File: src/common/tcp_pkg.sv
// Shared constants of the timer/counter with its prescaler
package tcp_pkg;
    // ----------------------------------------------------------------
    // Register offsets
    // ----------------------------------------------------------------
    localparam logic [7:0] ADDR_COUNT     = 8'h01;
    localparam logic [7:0] ADDR_INTCTL    = 8'h0B;
    localparam logic [7:0] ADDR_INTCTL_HI = 8'h8B;
    localparam logic [7:0] ADDR_OPTION    = 8'h81;
    localparam logic [7:0] ADDR_PORTA_DIR = 8'h85;

    // ----------------------------------------------------------------
    // Field positions
    // ----------------------------------------------------------------
    localparam int OPT_CS     = 5;
    localparam int OPT_SE     = 4;
    localparam int OPT_PSA    = 3;
    localparam int OPT_PS_LSB = 0;
    localparam int INT_FLAG   = 2;
    localparam int INT_IE     = 5;

    // ----------------------------------------------------------------
    // Reset values and masks
    // ----------------------------------------------------------------
    localparam logic [7:0] RST_COUNT     = 8'h00;
    localparam logic [7:0] RST_INTCTL    = 8'h00;
    localparam logic [7:0] RST_OPTION    = 8'hFF;
    localparam logic [7:0] RST_PORTA_DIR = 8'h1F;
    localparam logic [7:0] PORTA_MASK    = 8'h1F;

    // ----------------------------------------------------------------
    // Timing: four phase clocks make one instruction cycle
    // ----------------------------------------------------------------
    localparam int         CLK_PERIOD_NS  = 25;
    localparam logic [1:0] PH_Q2          = 2'h1;
    localparam logic [1:0] PH_Q4          = 2'h3;
    localparam logic [1:0] INHIBIT_CYCLES = 2'h2;
endpackage

File: src/design/tcp_prescaler.sv
// Shared 8-bit prescaler counter with ratio selection
`timescale 1ns/1ps
module tcp_prescaler (
    input  wire logic       clock,
    input  wire logic       rst_b,
    input  wire logic       src,
    input  wire logic       clear,
    input  wire logic [2:0] ratio,
    output logic            pre_out,
    output logic [7:0]      pre_count
);
    logic src_prev;
    wire  step = src & ~src_prev;

    // Counts rising edges of the source; clear beats a step
    always_ff @(posedge clock or negedge rst_b) begin
        if (!rst_b) begin
            src_prev  <= 1'b0;
            pre_count <= 8'h00;
        end else begin
            src_prev  <= src;
            if (clear)
                pre_count <= 8'h00;
            else if (step)
                pre_count <= pre_count + 8'h01;
        end
    end

    // Bit n toggles every 2^n steps: symmetric output, ratio 2^(n+1)
    assign pre_out = pre_count[ratio];
endmodule

File: src/design/tcp_timer.sv
// Timer/counter top: registers, phase clocks, synchroniser, overflow flag
//
// Implementation choice: the plain strobed port.
`timescale 1ns/1ps
module tcp_timer (
    input  wire logic       clock,
    input  wire logic       rst_b,
    input  wire logic [7:0] addr,
    input  wire logic [7:0] wdata,
    input  wire logic       wr_en,
    input  wire logic       rd_en,
    output logic [7:0]      rdata,
    input  wire logic       external_count_input,
    input  wire logic       sleep_mode,
    input  wire logic       watchdog_clear_op,
    input  wire logic       watchdog_tick,
    output logic            overflow_irq,
    output logic            watchdog_timeout,
    output logic [7:0]      port_a_direction
);
    // ----------------------------------------------------------------
    // Storage
    // ----------------------------------------------------------------
    logic [7:0] count_register;
    logic [7:0] interrupt_control;
    logic [7:0] option_control;
    logic [1:0] phase;
    logic       pin_s1;
    logic       pin_s2;
    logic       pin_s3;
    logic       pin_level;
    logic       sample;
    logic       inc_pulse;
    logic [1:0] inhibit;
    logic       wdt_prev;

    // ----------------------------------------------------------------
    // Address decode and option fields
    // ----------------------------------------------------------------
    wire       hit_count  = addr == tcp_pkg::ADDR_COUNT;
    wire       hit_intctl = (addr == tcp_pkg::ADDR_INTCTL)
                          | (addr == tcp_pkg::ADDR_INTCTL_HI);
    wire       hit_option = addr == tcp_pkg::ADDR_OPTION;
    wire       hit_porta  = addr == tcp_pkg::ADDR_PORTA_DIR;
    wire       wr_count   = wr_en & hit_count;
    wire       wr_intctl  = wr_en & hit_intctl;

    wire       clock_source_select  = option_control[tcp_pkg::OPT_CS];
    wire       source_edge_select   = option_control[tcp_pkg::OPT_SE];
    wire       prescaler_assign     = option_control[tcp_pkg::OPT_PSA];
    wire [2:0] prescale_ratio_field = option_control[tcp_pkg::OPT_PS_LSB +: 3];
    wire       overflow_flag        = interrupt_control[tcp_pkg::INT_FLAG];
    wire       overflow_irq_enable  = interrupt_control[tcp_pkg::INT_IE];

    // ----------------------------------------------------------------
    // Phase clocks: four clock periods per instruction cycle
    // ----------------------------------------------------------------
    wire q2_en = phase == tcp_pkg::PH_Q2;
    wire q4_en = phase == tcp_pkg::PH_Q4;
    // High through the second half of each instruction cycle
    wire instr_level = phase[1];

    always_ff @(posedge clock or negedge rst_b) begin
        if (!rst_b)
            phase <= 2'h0;
        else
            phase <= phase + 2'h1;
    end

    // ----------------------------------------------------------------
    // Pin synchroniser: a change counts once two stages agree
    // ----------------------------------------------------------------
    always_ff @(posedge clock or negedge rst_b) begin
        if (!rst_b) begin
            pin_s1    <= 1'b0;
            pin_s2    <= 1'b0;
            pin_s3    <= 1'b0;
            pin_level <= 1'b0;
        end else begin
            pin_s1 <= external_count_input;
            pin_s2 <= pin_s1;
            pin_s3 <= pin_s2;
            if (pin_s2 == pin_s3)
                pin_level <= pin_s3;
        end
    end

    // ----------------------------------------------------------------
    // Source selection and the shared prescaler
    // ----------------------------------------------------------------
    // Inverting the pin makes falling edges look like rising ones
    wire pin_edge_src = pin_level ^ source_edge_select;
    wire timer_src    = clock_source_select ? pin_edge_src : instr_level;
    // Prescaler feeds from whichever side owns it
    wire pre_src      = prescaler_assign ? watchdog_tick : timer_src;
    // Writes clear it only while the timer owns it
    wire pre_clear    = prescaler_assign ? watchdog_clear_op : wr_count;
    wire pre_out;
    wire [7:0] pre_count;

    // Counter value stays internal; no register decode reaches it
    tcp_prescaler u_prescaler (
        .clock     (clock),
        .rst_b     (rst_b),
        .src       (pre_src),
        .clear     (pre_clear),
        .ratio     (prescale_ratio_field),
        .pre_out   (pre_out),
        .pre_count (pre_count)
    );

    // Side without the prescaler runs undivided
    wire timer_in = prescaler_assign ? timer_src : pre_out;
    wire wdt_in   = prescaler_assign ? pre_out : watchdog_tick;

    // ----------------------------------------------------------------
    // Sampling on Q2 and Q4; a rise between samples is one increment
    // ----------------------------------------------------------------
    // Limitation: levels shorter than two phases may be missed
    // Reset option selects inverted pin, idle high: start high, no false step
    always_ff @(posedge clock or negedge rst_b) begin
        if (!rst_b) begin
            sample    <= 1'b1;
            inc_pulse <= 1'b0;
        end else if (q2_en | q4_en) begin
            sample    <= timer_in;
            inc_pulse <= timer_in & ~sample;
        end else begin
            inc_pulse <= 1'b0;
        end
    end

    // ----------------------------------------------------------------
    // Write inhibit: two instruction cycles after a count write
    // ----------------------------------------------------------------
    always_ff @(posedge clock or negedge rst_b) begin
        if (!rst_b)
            inhibit <= 2'h0;
        else if (wr_count)
            inhibit <= tcp_pkg::INHIBIT_CYCLES;
        else if (q4_en && inhibit != 2'h0)
            inhibit <= inhibit - 2'h1;
    end

    // ----------------------------------------------------------------
    // Count register
    // ----------------------------------------------------------------
    wire do_inc   = inc_pulse & ~sleep_mode & (inhibit == 2'h0);
    wire wrap     = do_inc & (count_register == 8'hFF) & ~wr_count;
    wire [7:0] next_count = wr_count ? wdata
                          : do_inc   ? count_register + 8'h01
                          : count_register;

    always_ff @(posedge clock or negedge rst_b) begin
        if (!rst_b)
            count_register <= tcp_pkg::RST_COUNT;
        else
            count_register <= next_count;
    end

    // ----------------------------------------------------------------
    // Interrupt control: the wrap wins over a clearing write
    // ----------------------------------------------------------------
    wire [7:0] next_intctl = (wr_intctl ? wdata : interrupt_control)
                           | ({7'h00, wrap} << tcp_pkg::INT_FLAG);

    always_ff @(posedge clock or negedge rst_b) begin
        if (!rst_b)
            interrupt_control <= tcp_pkg::RST_INTCTL;
        else
            interrupt_control <= next_intctl;
    end

    // ----------------------------------------------------------------
    // Option and port direction registers
    // ----------------------------------------------------------------
    always_ff @(posedge clock or negedge rst_b) begin
        if (!rst_b) begin
            option_control   <= tcp_pkg::RST_OPTION;
            port_a_direction <= tcp_pkg::RST_PORTA_DIR;
        end else if (wr_en) begin
            if (hit_option)
                option_control <= wdata;
            if (hit_porta)
                port_a_direction <= wdata & tcp_pkg::PORTA_MASK;
        end
    end

    // ----------------------------------------------------------------
    // Read path: data stands one cycle after the strobe, else zero
    // ----------------------------------------------------------------
    wire [7:0] rd_mux = hit_count  ? count_register
                      : hit_intctl ? interrupt_control
                      : hit_option ? option_control
                      : hit_porta  ? port_a_direction
                      : 8'h00;

    always_ff @(posedge clock or negedge rst_b) begin
        if (!rst_b)
            rdata <= 8'h00;
        else
            rdata <= rd_en ? rd_mux : 8'h00;
    end

    // ----------------------------------------------------------------
    // Outputs: masked overflow request and watchdog timeout pulse
    // ----------------------------------------------------------------
    always_ff @(posedge clock or negedge rst_b) begin
        if (!rst_b) begin
            overflow_irq     <= 1'b0;
            wdt_prev         <= 1'b0;
            watchdog_timeout <= 1'b0;
        end else begin
            overflow_irq     <= overflow_flag & overflow_irq_enable;
            wdt_prev         <= wdt_in;
            watchdog_timeout <= wdt_in & ~wdt_prev;
        end
    end
endmodule

File: config.mk
export PLATFORM = sky130hd
export DESIGN_NAME = tcp_timer
export DESIGN_NICKNAME = d
export VERILOG_FILES = /design/src/common/tcp_pkg.sv /design/src/design/tcp_prescaler.sv /design/src/design/tcp_timer.sv
export SDC_FILE = /design/constraint.sdc
export NUM_CORES = 1
export LEC_CHECK = 0
export BUFFER_PORTS_ARGS = -buffer_cell sky130_fd_sc_hd__buf_2
export CAP_MARGIN = 30
export CORE_MARGIN = 2
export CORE_UTILIZATION = 61
export DETAILED_ROUTE_END_ITERATION = 10
export GPL_TIMING_DRIVEN = 0
export PLACE_DENSITY = 0.91
export RECOVER_POWER = 50
export REMOVE_ABC_BUFFERS = 1
export SLEW_MARGIN = 0
export SYNTH_ARGS = -nofsm -noshare
export SYNTH_HDL_FRONTEND = slang
export SYNTH_SLANG_ARGS = --single-unit
File: constraint.sdc
create_clock -name clock -period 4.2 [get_ports clock]
set_input_delay 0.84 -clock clock [delete_from_list [all_inputs] [get_ports clock]]
set_output_delay 0.84 -clock clock [all_outputs]
set_load 0.02 [all_outputs]
==> results of run 1 <==
==> placed cells by master, fill, tap and decap left out, types with 2 or more instances in the layout <==
cell        n
o21ai_0    25
xnor2_1     5
clkbuf_1    2
clkbuf_8   12
nor2_1     16
or3_1       6
mux4_1      2
mux2_2     22
clkinv_2    2
and2_1      2
nand2_1    15
mux2i_1     4
conb_1      3
dfrtp_1    45
nand4_1     4
nor3_1      2
dfstp_2    14
a2bb2oi_1   5
nor4b_2     3
inv_1      11
o31ai_1     2
nand2b_1    7
nor4_1      2
nand3_1     6
a22oi_1     8
and3b_1     3
xor2_1      5
a21oi_1     6
buf_2      38
ha_1        5
==> worst min path at each step <==
stage | slack [ns] | endpoint
finish | 0.35 | pin_s2
global route | 0.36 | pin_s2
CTS | 0.35 | pin_s2
detailed placement | 0.34 | pin_s2
global placement | 0.34 | pin_s2
floorplan | 0.33 | pin_s2
==> layout make-up <==
class	count	area, sq um
sequential	59	1494
fill	352	1338
multi-input combinational	173	1289
timing repair buffer	41	221.5
clock buffer	13	168.9
tap	54	67.56
inverter	11	41.29
clock inverter	2	10.01
==> registers in the layout (all words and copies together) (netlist names), 2 cells and up <==
register	count
option_control	8
u_prescaler.pre_count	8
count_register	8
phase	2
interrupt_control	8
port_a_direction	5
rdata	8
inhibit	2
==> metal layers <==
| metal | up-vias | part of all wire (%) |
|---|---|---|
| li1 | 988 | - |
| met1 | 1042 | 41 |
| met2 | 81 | 51 |
| met3 | 22 | 5.0 |
| met4 | 0 | 3.7 |
| met5 | - | 0 |
==> report_power, final <==
| group | switching [mW] | internal [mW] | total, mW |
|---|---|---|---|
| logic | 0.116 | 0.105 | 0.221 |
| registers | 0.0747 | 0.645 | 0.719 |
| clock network | 0.212 | 0.257 | 0.469 |
| total | 0.403 | 1.01 | 1.41 |
==> worst reg2reg max path, cell delays in order (launching register included) <==
cell and delay [ns]:
dfstp_2 0.66, nor3b_1 0.10, a211oi_1 0.64, buf_2 0.30, mux2i_1 0.19, nor2_1 0.05
==> kinds of logic (layout without fill, tap and decap cells) <==
kind of cell / count (synthesis) / after routing / share of synthesized area (%)
AOI/OAI and AO/OA: 49 / 49 / 10.35
buffers and inverters: 23 / 67 / 3.941
other: 1 / 3 / 0.1298
xor gates and xnor gates: 10 / 10 / 3.031
adders and majority gates: 6 / 6 / 2.512
muxes: 29 / 29 / 12.30
and+or+nand+nor: 76 / 76 / 16.02
DFF: 59 / 59 / 51.71
==> per-stage QoR <==
step | area (sq um) | hold WS (ns) | setup WS, ns | std cells | utilization (%)
floorplan | 2824 | 0.3312 | 1.671 | 243 | -
global placement | 3082 | 0.3355 | 1.023 | 335 | 66.57
detailed placement | 3114 | 0.3389 | 1.486 | 338 | 67.27
CTS | 3293 | 0.3525 | 1.832 | 353 | 71.14
global route | 3292 | 0.3570 | 1.668 | 353 | 71.11
finish | 3292 | 0.3495 | 1.797 | 353 | 71.11
==> impl_results.md, run 1 <==
- Status: completed
- CTS Root Cell: clkbuf_8
- Htree depth: 3
- Post-DRT Antenna Nets: 0
- Worst-path cell chain: buf_2 > nor4b_2 > and3b_1 > mux2_2 > nor2_1
- Share of the synthesized area in the top cell type: 38.98%
- Initial antenna violation count: 0
- Top cells by area, synth: dfrtp_1 (39%), dfstp_2 (13%), mux2_2 (8.6%), o21ai_0 (4.3%), ha_1 (2.2%)
- FF+latch count, synth: between 50 and 60
- RSZ-0062 raised after global routing: false
- Netlist Area Pre-Place: about 2900 sq um
- VDD IR-drop max: approximately 300 uV
- Post-synth ARST share: between 90% and 100%
- Port Buffers: 38
- PD cells: roughly 430 nW/um^2
- Reg2reg end: u_prescaler.pre_count[1]
- Post-CTS sizing: 0
- Largest net degree at the start of global routing: 38
- Slew Limit Fails: 0
- DRT iter0 DRCs: 165
- WL/cell: ~17 um
- Worst Clk Skew: ~0.0087 ns
- Total gr overflow: 0
- Crit path max-delay family: simple AND/OR/NAND/NOR gates
- Max_cap viols: 0
- Register-to-register setup slack: approximately 2.2 ns
- GR Util met2: around two fifths
- Tot Pwr: 1.410 mW
- CP arrival: approximately 2.6 ns
- Row count: 25
- Buf+Inv Stages, Crit Path: 1
- Post-synth top area cell: dfrtp_1
- Share of layout cells above drive strength 1: 32.44%
- DRC: 0
- Seq/Total Area, Yosys: a little over 50%
- Hold Crit Class: flop to flop
- Clk_lat worst skew: 0.34 ns
- Crit-path max FO: 20
- Vias in the first global route: ~2100
- Area grow syn2layout: 13.95%
- FMAX: ~420 MHz
- Crit path launch: addr[3]
- Pre-Repair DR Iteration Count: 4
- CP Launch Type: input port
- Max stage delay on crit path: 0.67 ns
- Commonest cells post-synth: dfrtp_1 (45), o21ai_0 (25), mux2_2 (22)
- GRT met3 Usage: 7.044%
- CP Data Required Time: between 4 and 5 ns
- Critical path depth: 5
- Most Crowded Layer GR: met2
- Met1 Use GR: approximately 30%
- GRT Util Overall: between 20% and 30%
- Min-delay src: pin_s1
- Worst flop-to-flop path startpoint: option_control[3]
- Chip Width: approximately 73 um
- Synthesized instance count: 253
- Rel. slew slack: ~17%
- Critical-path top delay cell: and3b_1
- CP Class: input port to flop
- Min cycle time layout: about 2.4 ns
- Static Leak: around 1.5 nW
- Clock slew seen by the registers of the worst setup and hold paths: about 0.060 ns
- Ant. Diodes: 0
- Setup bufs post-CTS: 0
- Worst Tran Pin Value: 1.247 ns
- Yosys Warn Count: 0
- Count of final setup violators: 0
- Most frequent cell after synthesis: dfrtp_1
- Global-route wire length before repair: 9708 um
- CORE AREA: 4629 sq um
- Clock sinks: 59
- Number of synthesized flops with an enable pin: 0
- Critical path endpoint category: flop
- Die Y: ~73 um
- Vias per cell: between 6 and 7
- Initial Util: about 62%
- DP Wirelength: around 4200 um
- TritonCTS Buffers: 9
- Hold depth: 0
- Post-CTS Hold Fix Bufs: 0
- DIE AREA: between 5000 and 6000 sq um
- Post-synth top flop: dfrtp_1
- Via count: 2133
- Final worst-path cycle share: 57.21%
- Synth cell types: 46
- Worst Reg-to-Reg Cells: 5
- GP Congestion: 0.9192
- I/O Pins: between 40 and 50
- Syn avg cell area: about 11 sq um
- Fin. Hold Viols: 0
- Final nets: about 320
- Crit path capture: u_prescaler.pre_count[0]
- TritonCTS clock tree: yes
- CTS max path bufs: 2
- Routed wire length: approximately 5900 um
- Fin Setup TNS: 0 ns
Power figures use the tool's default switching activity.
==> run 2, diff against run 1 <==
Settings changed: ABC_AREA from default to 1, CORE_UTILIZATION 61 to 57, PLACE_DENSITY 0.91 to 0.86.
Clock period 4.2 ns to 2.35 ns, I/O delays scaled along.
==> run 2 against run 1 <==
  * Sequential power up 79%
  * First-iteration DRC count up 28%
  * Worst setup slack worse by 1.2 ns
  * Clock-buffer cell count up 1
  * Via count up 23%
  * Flip-flop and latch count unchanged
  * Power up 87%
  * Cell count up 42%
  * Register-to-register slack worse by 1.5 ns
  * Critical path depth up 4
  * Utilization down 2.9 points
  * Design area up 7.1%
==> impl_results.md, run 2 <==
- Finished Cell Area: 3527 sq um
- Critical path endpoint category: flop
- Htree depth: 3
- DP Wirelength: ~4800 um
- Global-route wire length before repair: 11320 um
- TritonCTS Buffers: 9
- WL/cell: 13.00 um
- Fillcell total: 410
- Total gr overflow: 0
- Worst-path cell chain: inv_1 > ha_1 > nand2_1 > nor2_1 > inv_1 > nor2_1 > xor2_1 > nand2_1 > o21ai_1
- Multi-input logic area: between 1000 and 1500 sq um
- Post-DP Area: 3346 sq um
- Final nets: ~450
- Final worst-path cycle share: 72.47%
- Most frequent cell after synthesis: nand2_1
- Post-synth top area cell: dfrtp_1
- Hold Crit Class: input port to flop
- Number of synthesized flops with an enable pin: 0
- Layout Cells excl Fill: 500
- Share of the synthesized area in the top cell type: a little over a third
- FMAX: between 500 and 600 MHz
- CTS Root Cell: clkbuf_8
- FF+latch count, synth: between 50 and 60
- VDD IR-drop max: 467.9 uV
- Routed wire length: about 6500 um
- Slew Limit Fails: 0
- Post-synth ARST share: between 90% and 100%
- Commonest cells post-synth: nand2_1 (110), inv_1 (51), dfrtp_1 (45)
- CP Data Required Time: 2.60 ns
- Largest net degree at the start of global routing: 35
- Worst Tran Pin Value: about 1.4 ns
- Final core utilization: between 60% and 70%
- CP Launch Type: flop
- Clock slew seen by the registers of the worst setup and hold paths: ~0.060 ns
- RSZ-0062 raised after global routing: false
- DRT iter0 DRCs: between 200 and 250
- CTS max path bufs: 2
- Crit-path max FO: 6
- Post-CTS sizing: 0
- Buf+Inv Stages, Crit Path: 2
- GP Congestion: ~0.9
- Most frequent cells in the layout: nand2_1 (110), inv_1 (51), dfrtp_1 (45)
- DRC: 0
- Netlist Area Pre-Place: a little over 3000 sq um
- Initial antenna violation count: 0
- Vias per cell: 5.254
- DIE AREA: slightly above 6000 sq um
- FF+latch area: 1494 sq um
- Count of final setup violators: 0
- Vias in the first global route: roughly 2500
- Port Buffers: 38
- Min cycle time layout: 1.703 ns
- Post-DRT Antenna Nets: 0
- Pre-Repair DR Iteration Count: 4
- Row count: 26
- Clock sinks: 59
- Fin. Hold Viols: 0
- Static Leak: around 1.9 nW
- Clk_lat worst skew: 0.34 ns
- Max_cap viols: 0
- CP arrival: approximately 2 ns
- CP Class: flop to flop
- Synthesized instance count: around 380
- CORE AREA: 5172 sq um
- Cell total after placement: 484
- Crit path max-delay family: simple AND/OR/NAND/NOR gates
- I/O Pins: 42
- Worst hold slack: roughly 0.24 ns
- Commonest non-fill, non-tap cell in the layout: nand2_1
- Area grow syn2layout: 13.81%
- TritonCTS clock tree: yes
- Rel. slew slack: between 6 and 7%
- Die Y: 77.74 um
- Top cells by area, synth: dfrtp_1 (36%), nand2_1 (13%), dfstp_2 (12%), inv_1 (6.2%), nand3_1 (5.2%)
- Yosys Warn Count: 0
- Chip Width: 77.74 um
- PD cells: 748.5 nW/um^2
- Syn avg cell area: about 8.1 sq um
- Post-CTS Hold Fix Bufs: 0
- Critical-path top delay cell: dfrtp_1
- Seq/Total Area, Yosys: 48.20%
- Via count: ~2600
- Worst Clk Skew: just under 0.007 ns
- GRT Util Overall: 24.12%
- Setup bufs post-CTS: 0
- Post-synth top flop: dfrtp_1
- Synth cell types: 32
- Share of layout cells above drive strength 1: 21.40%
- Ant. Diodes: 0
- Fin Setup TNS: 0 ns
- Status: completed
- Max stage delay on crit path: approximately 0.39 ns
- Initial Util: roughly 60%
-- run 2: changes by cell type after synthesis, sizes merged, moves of 6 or more --
cell	delta
a22oi	-8
inv	+42
mux2	-23
nand2	+103
nand2b	-7
nand3	+26
nor2	+23
o21ai	+8
or3	-6
-- run 2: kinds of logic (layout without fill, tap and decap cells) --
group / Yosys count / after routing / share of synthesized area, %
flip-flops: 59 / 59 / 48.20
AO/OA/AOI/OAI: 47 / 47 / 9.124
AND/OR/NAND/NOR: 195 / 195 / 28.54
other: 1 / 3 / 0.1210
buffers and inverters: 62 / 109 / 8.558
XOR/XNOR: 11 / 11 / 3.109
adder cells (fa/ha/maj): 6 / 6 / 2.342
-- run 2: per-stage QoR --
stage	worst slack, ns	total power [mW]
after global routing	0.4979	2.805
after global placement	0.5935	1.764
final	0.6470	2.640
after CTS	0.6786	2.644
after detailed placement	0.5776	1.800
after floorplan	0.9104	1.638
-- run 2: power by group --
| part | total, mW | leakage [nW] | switching, mW | internal, mW |
|---|---|---|---|---|
| Clock | 0.853 | 0.0965 | 0.387 | 0.466 |
| Sequential | 1.29 | 0.724 | 0.125 | 1.16 |
| Combinational | 0.497 | 1.04 | 0.294 | 0.203 |
| Total | 2.64 | 1.86 | 0.806 | 1.83 |
-- run 2: worst paths after layout --
check | startpoint | to | slack [ns] | cells past startpoint
max in group asynchronous | rst_b | sample | 1.02 | 2
worst max register to register | inhibit[0] | count_register[3] | 0.65 | 9
worst min register to register | pin_s1 | pin_s2 | 0.35 | 0
worst min-delay path | external_count_input | pin_s1 | 0.24 | 1
min in group asynchronous | rst_b | count_register[6] | 0.44 | 1
worst max-delay path | inhibit[0] | count_register[3] | 0.65 | 9
-- run 2: area by class of cell --
cell class	count	area share, %
Multi-Input combinational cell	262	38.20
Inverter	54	5.853
Clock buffer	14	4.895
Tap cell	70	2.483
Clock inverter	2	0.2838
Timing Repair Buffer	39	5.924
Sequential cell	59	42.36
-- run 2: metal layers --
metal  global-route usage (%)  wire length [um]
met1                    32.36              2876
met2                    37.41              3095
met3                    5.814               390
met4                    10.36               140
met5                        0                 0
==> run 3, diff against run 2 <==
Clock period 2.35 ns to 1.7 ns, I/O delays scaled along.
==> run 3 against run 2 <==
  * Combinational power up 39%
  * Design area up 0.28%
  * Clock-buffer cell count unchanged
  * Hold slack worse by 0.14 ns
  * Register-to-register slack worse by 0.47 ns
  * Power up 39%
  * Non-clock buffer count unchanged
==> impl_results.md, run 3 (synthesis results as in run 2) <==
- Crit-path max FO: 6
- Clk_lat worst skew: between 0.3 and 0.4 ns
- Clock slew seen by the registers of the worst setup and hold paths: around 0.060 ns
- PD cells: 1034 nW/um^2
- Total gr overflow: 0
- GRT Util Overall: between 20% and 30%
- Via count: about 2700
- Final nets: 454
- Post-DRT Antenna Nets: 0
- Slew Limit Fails: 0
- Fillcell total: roughly 410
- CTS max path bufs: 2
- Post-CTS Hold Fix Bufs: 0
- FMAX: 657.5 MHz
- Cell total after placement: approximately 480
- CORE AREA: around 5200 sq um
- CTS Root Cell: clkbuf_8
- GP Congestion: 0.9091
- Layout Cells excl Fill: 500
- DIE AREA: 6043 sq um
- Max_cap viols: 0
- Global-route wire length before repair: between 10000 and 15000 um
- Critical path endpoint category: flop
- CP Data Required Time: roughly 2.0 ns
- Worst Clk Skew: 0.007674 ns
- Die Y: between 70 and 80 um
- Hold EP: pin_s1
- VDD IR-drop max: between 600 and 700 uV
- Worst Tran Pin Value: approximately 1.4 ns
- Clock sinks: 59
- Area grow syn2layout: 14.13%
- DRT iter0 DRCs: roughly 190
- Commonest non-fill, non-tap cell in the layout: nand2_1
- Reg2reg end: count_register[3]
- Min-delay src: external_count_input
- TritonCTS Buffers: 9
- WL/cell: 13.21 um
- Rel. slew slack: under 10%
- FF+latch area: approximately 1500 sq um
- Initial antenna violation count: 0
- Largest net degree at the start of global routing: 35
- Fin. Hold Viols: 0
- DP Wirelength: about 4800 um
- Row count: 26
- Fin Setup TNS: 0 ns
- Ant. Diodes: 0
- Static Leak: 1.857 nW
- Most frequent cells in the layout: nand2_1 (109), inv_1 (51), dfrtp_1 (45)
- Hold Crit Class: input port to flop
- Status: completed
- Routed wire length: 6603 um
- I/O Pins: 42
- Final worst-path cycle share: roughly 89%
- Share of layout cells above drive strength 1: a little over a fifth
- Register-to-register setup slack: approximately 0.18 ns
- Hold depth: 1
- Final core utilization: between 60% and 70%
- Chip Width: roughly 80 um
- Vias per cell: about 5.3
- Multi-input logic area: 1358 sq um
- CP Launch Type: flop
- DRC: 0
- Pre-Repair DR Iteration Count: 4
- Vias in the first global route: ~2500
- Port Buffers: 38
- Min cycle time layout: about 1.5 ns
- Worst flop-to-flop path startpoint: inhibit[0]
- CP Class: flop to flop
- Worst Reg-to-Reg Cells: 9
- Worst hold slack: 0.1039 ns
- TritonCTS clock tree: yes
- Count of final setup violators: 0
- CP arrival: around 1.8 ns
- RSZ-0062 raised after global routing: false
- Htree depth: 3
- Initial Util: 59.92%
## run 3: cell types whose count changed in the layout (fill, tap and decap cells not counted)
cell	previous run	this run
nand2_1	110	109
nand2_2	3	4
nor2_4	4	5
nor2_1	33	32
## run 3: power breakdown
group / internal (mW) / leakage [nW] / total, mW / switching (mW)
sequential: 1.61 / 0.724 / 1.78 / 0.173
combinational: 0.281 / 1.04 / 0.690 / 0.409
clock: 0.645 / 0.0965 / 1.18 / 0.540
total: 2.54 / 1.86 / 3.66 / 1.12
## run 3: cell type report
type,count,share of cell area [%]
clock buffer,14,4.882
clock inverter,2,0.2830
inverter,54,5.837
multi-input combinational,262,38.38
sequential,59,42.24
tap,70,2.476
timing repair buffer,39,5.907
## run 3: worst max path at each step
stage	slack (ns)	from	to
2_1_floorplan	0.32	inhibit[0]	count_register[3]
3_3_place_gp	0.07	addr[5]	count_register[7]
3_5_place_dp	0.06	addr[5]	count_register[7]
4_1_cts	0.03	inhibit[0]	count_register[3]
5_1_grt	0.08	inhibit[0]	count_register[3]
6_report	0.18	inhibit[0]	count_register[3]
## run 3: routing by layer
metal  global-route usage (%)  vias up  share of wire (%)
li1                         -     1272                  -
met5                        0        -                  0
met3                    5.814       20                5.9
met1                    32.36     1275                 44
met4                    10.36        0                2.5
met2                    37.41       89                 48
## run 3: what timing repair did
item | CTS | global route
endpoints found under the setup margin | 0 | 7
buffers inserted | 0 | 0
resized for setup | 0 | 3
## run 3: critical path, cell delays in order, from the launching register on
cell and delay, ns:
dfrtp_1 0.39, inv_1 0.07, ha_1 0.18, nand2_1 0.10, nor2_4 0.15, inv_1 0.10, nor2_1 0.12, xor2_1 0.16
nand2_1 0.07, o21ai_1 0.09
## run 3: metrics by stage
step	total power [mW]	cell area, sq um	setup slack (ns)
after detailed placement	2.489	3346	0.05756
after global placement	2.438	3326	0.07347
final	3.658	3537	0.1791
after floorplan	2.264	3048	0.3206
after CTS	3.655	3528	0.02864
after global routing	3.879	3537	0.07983
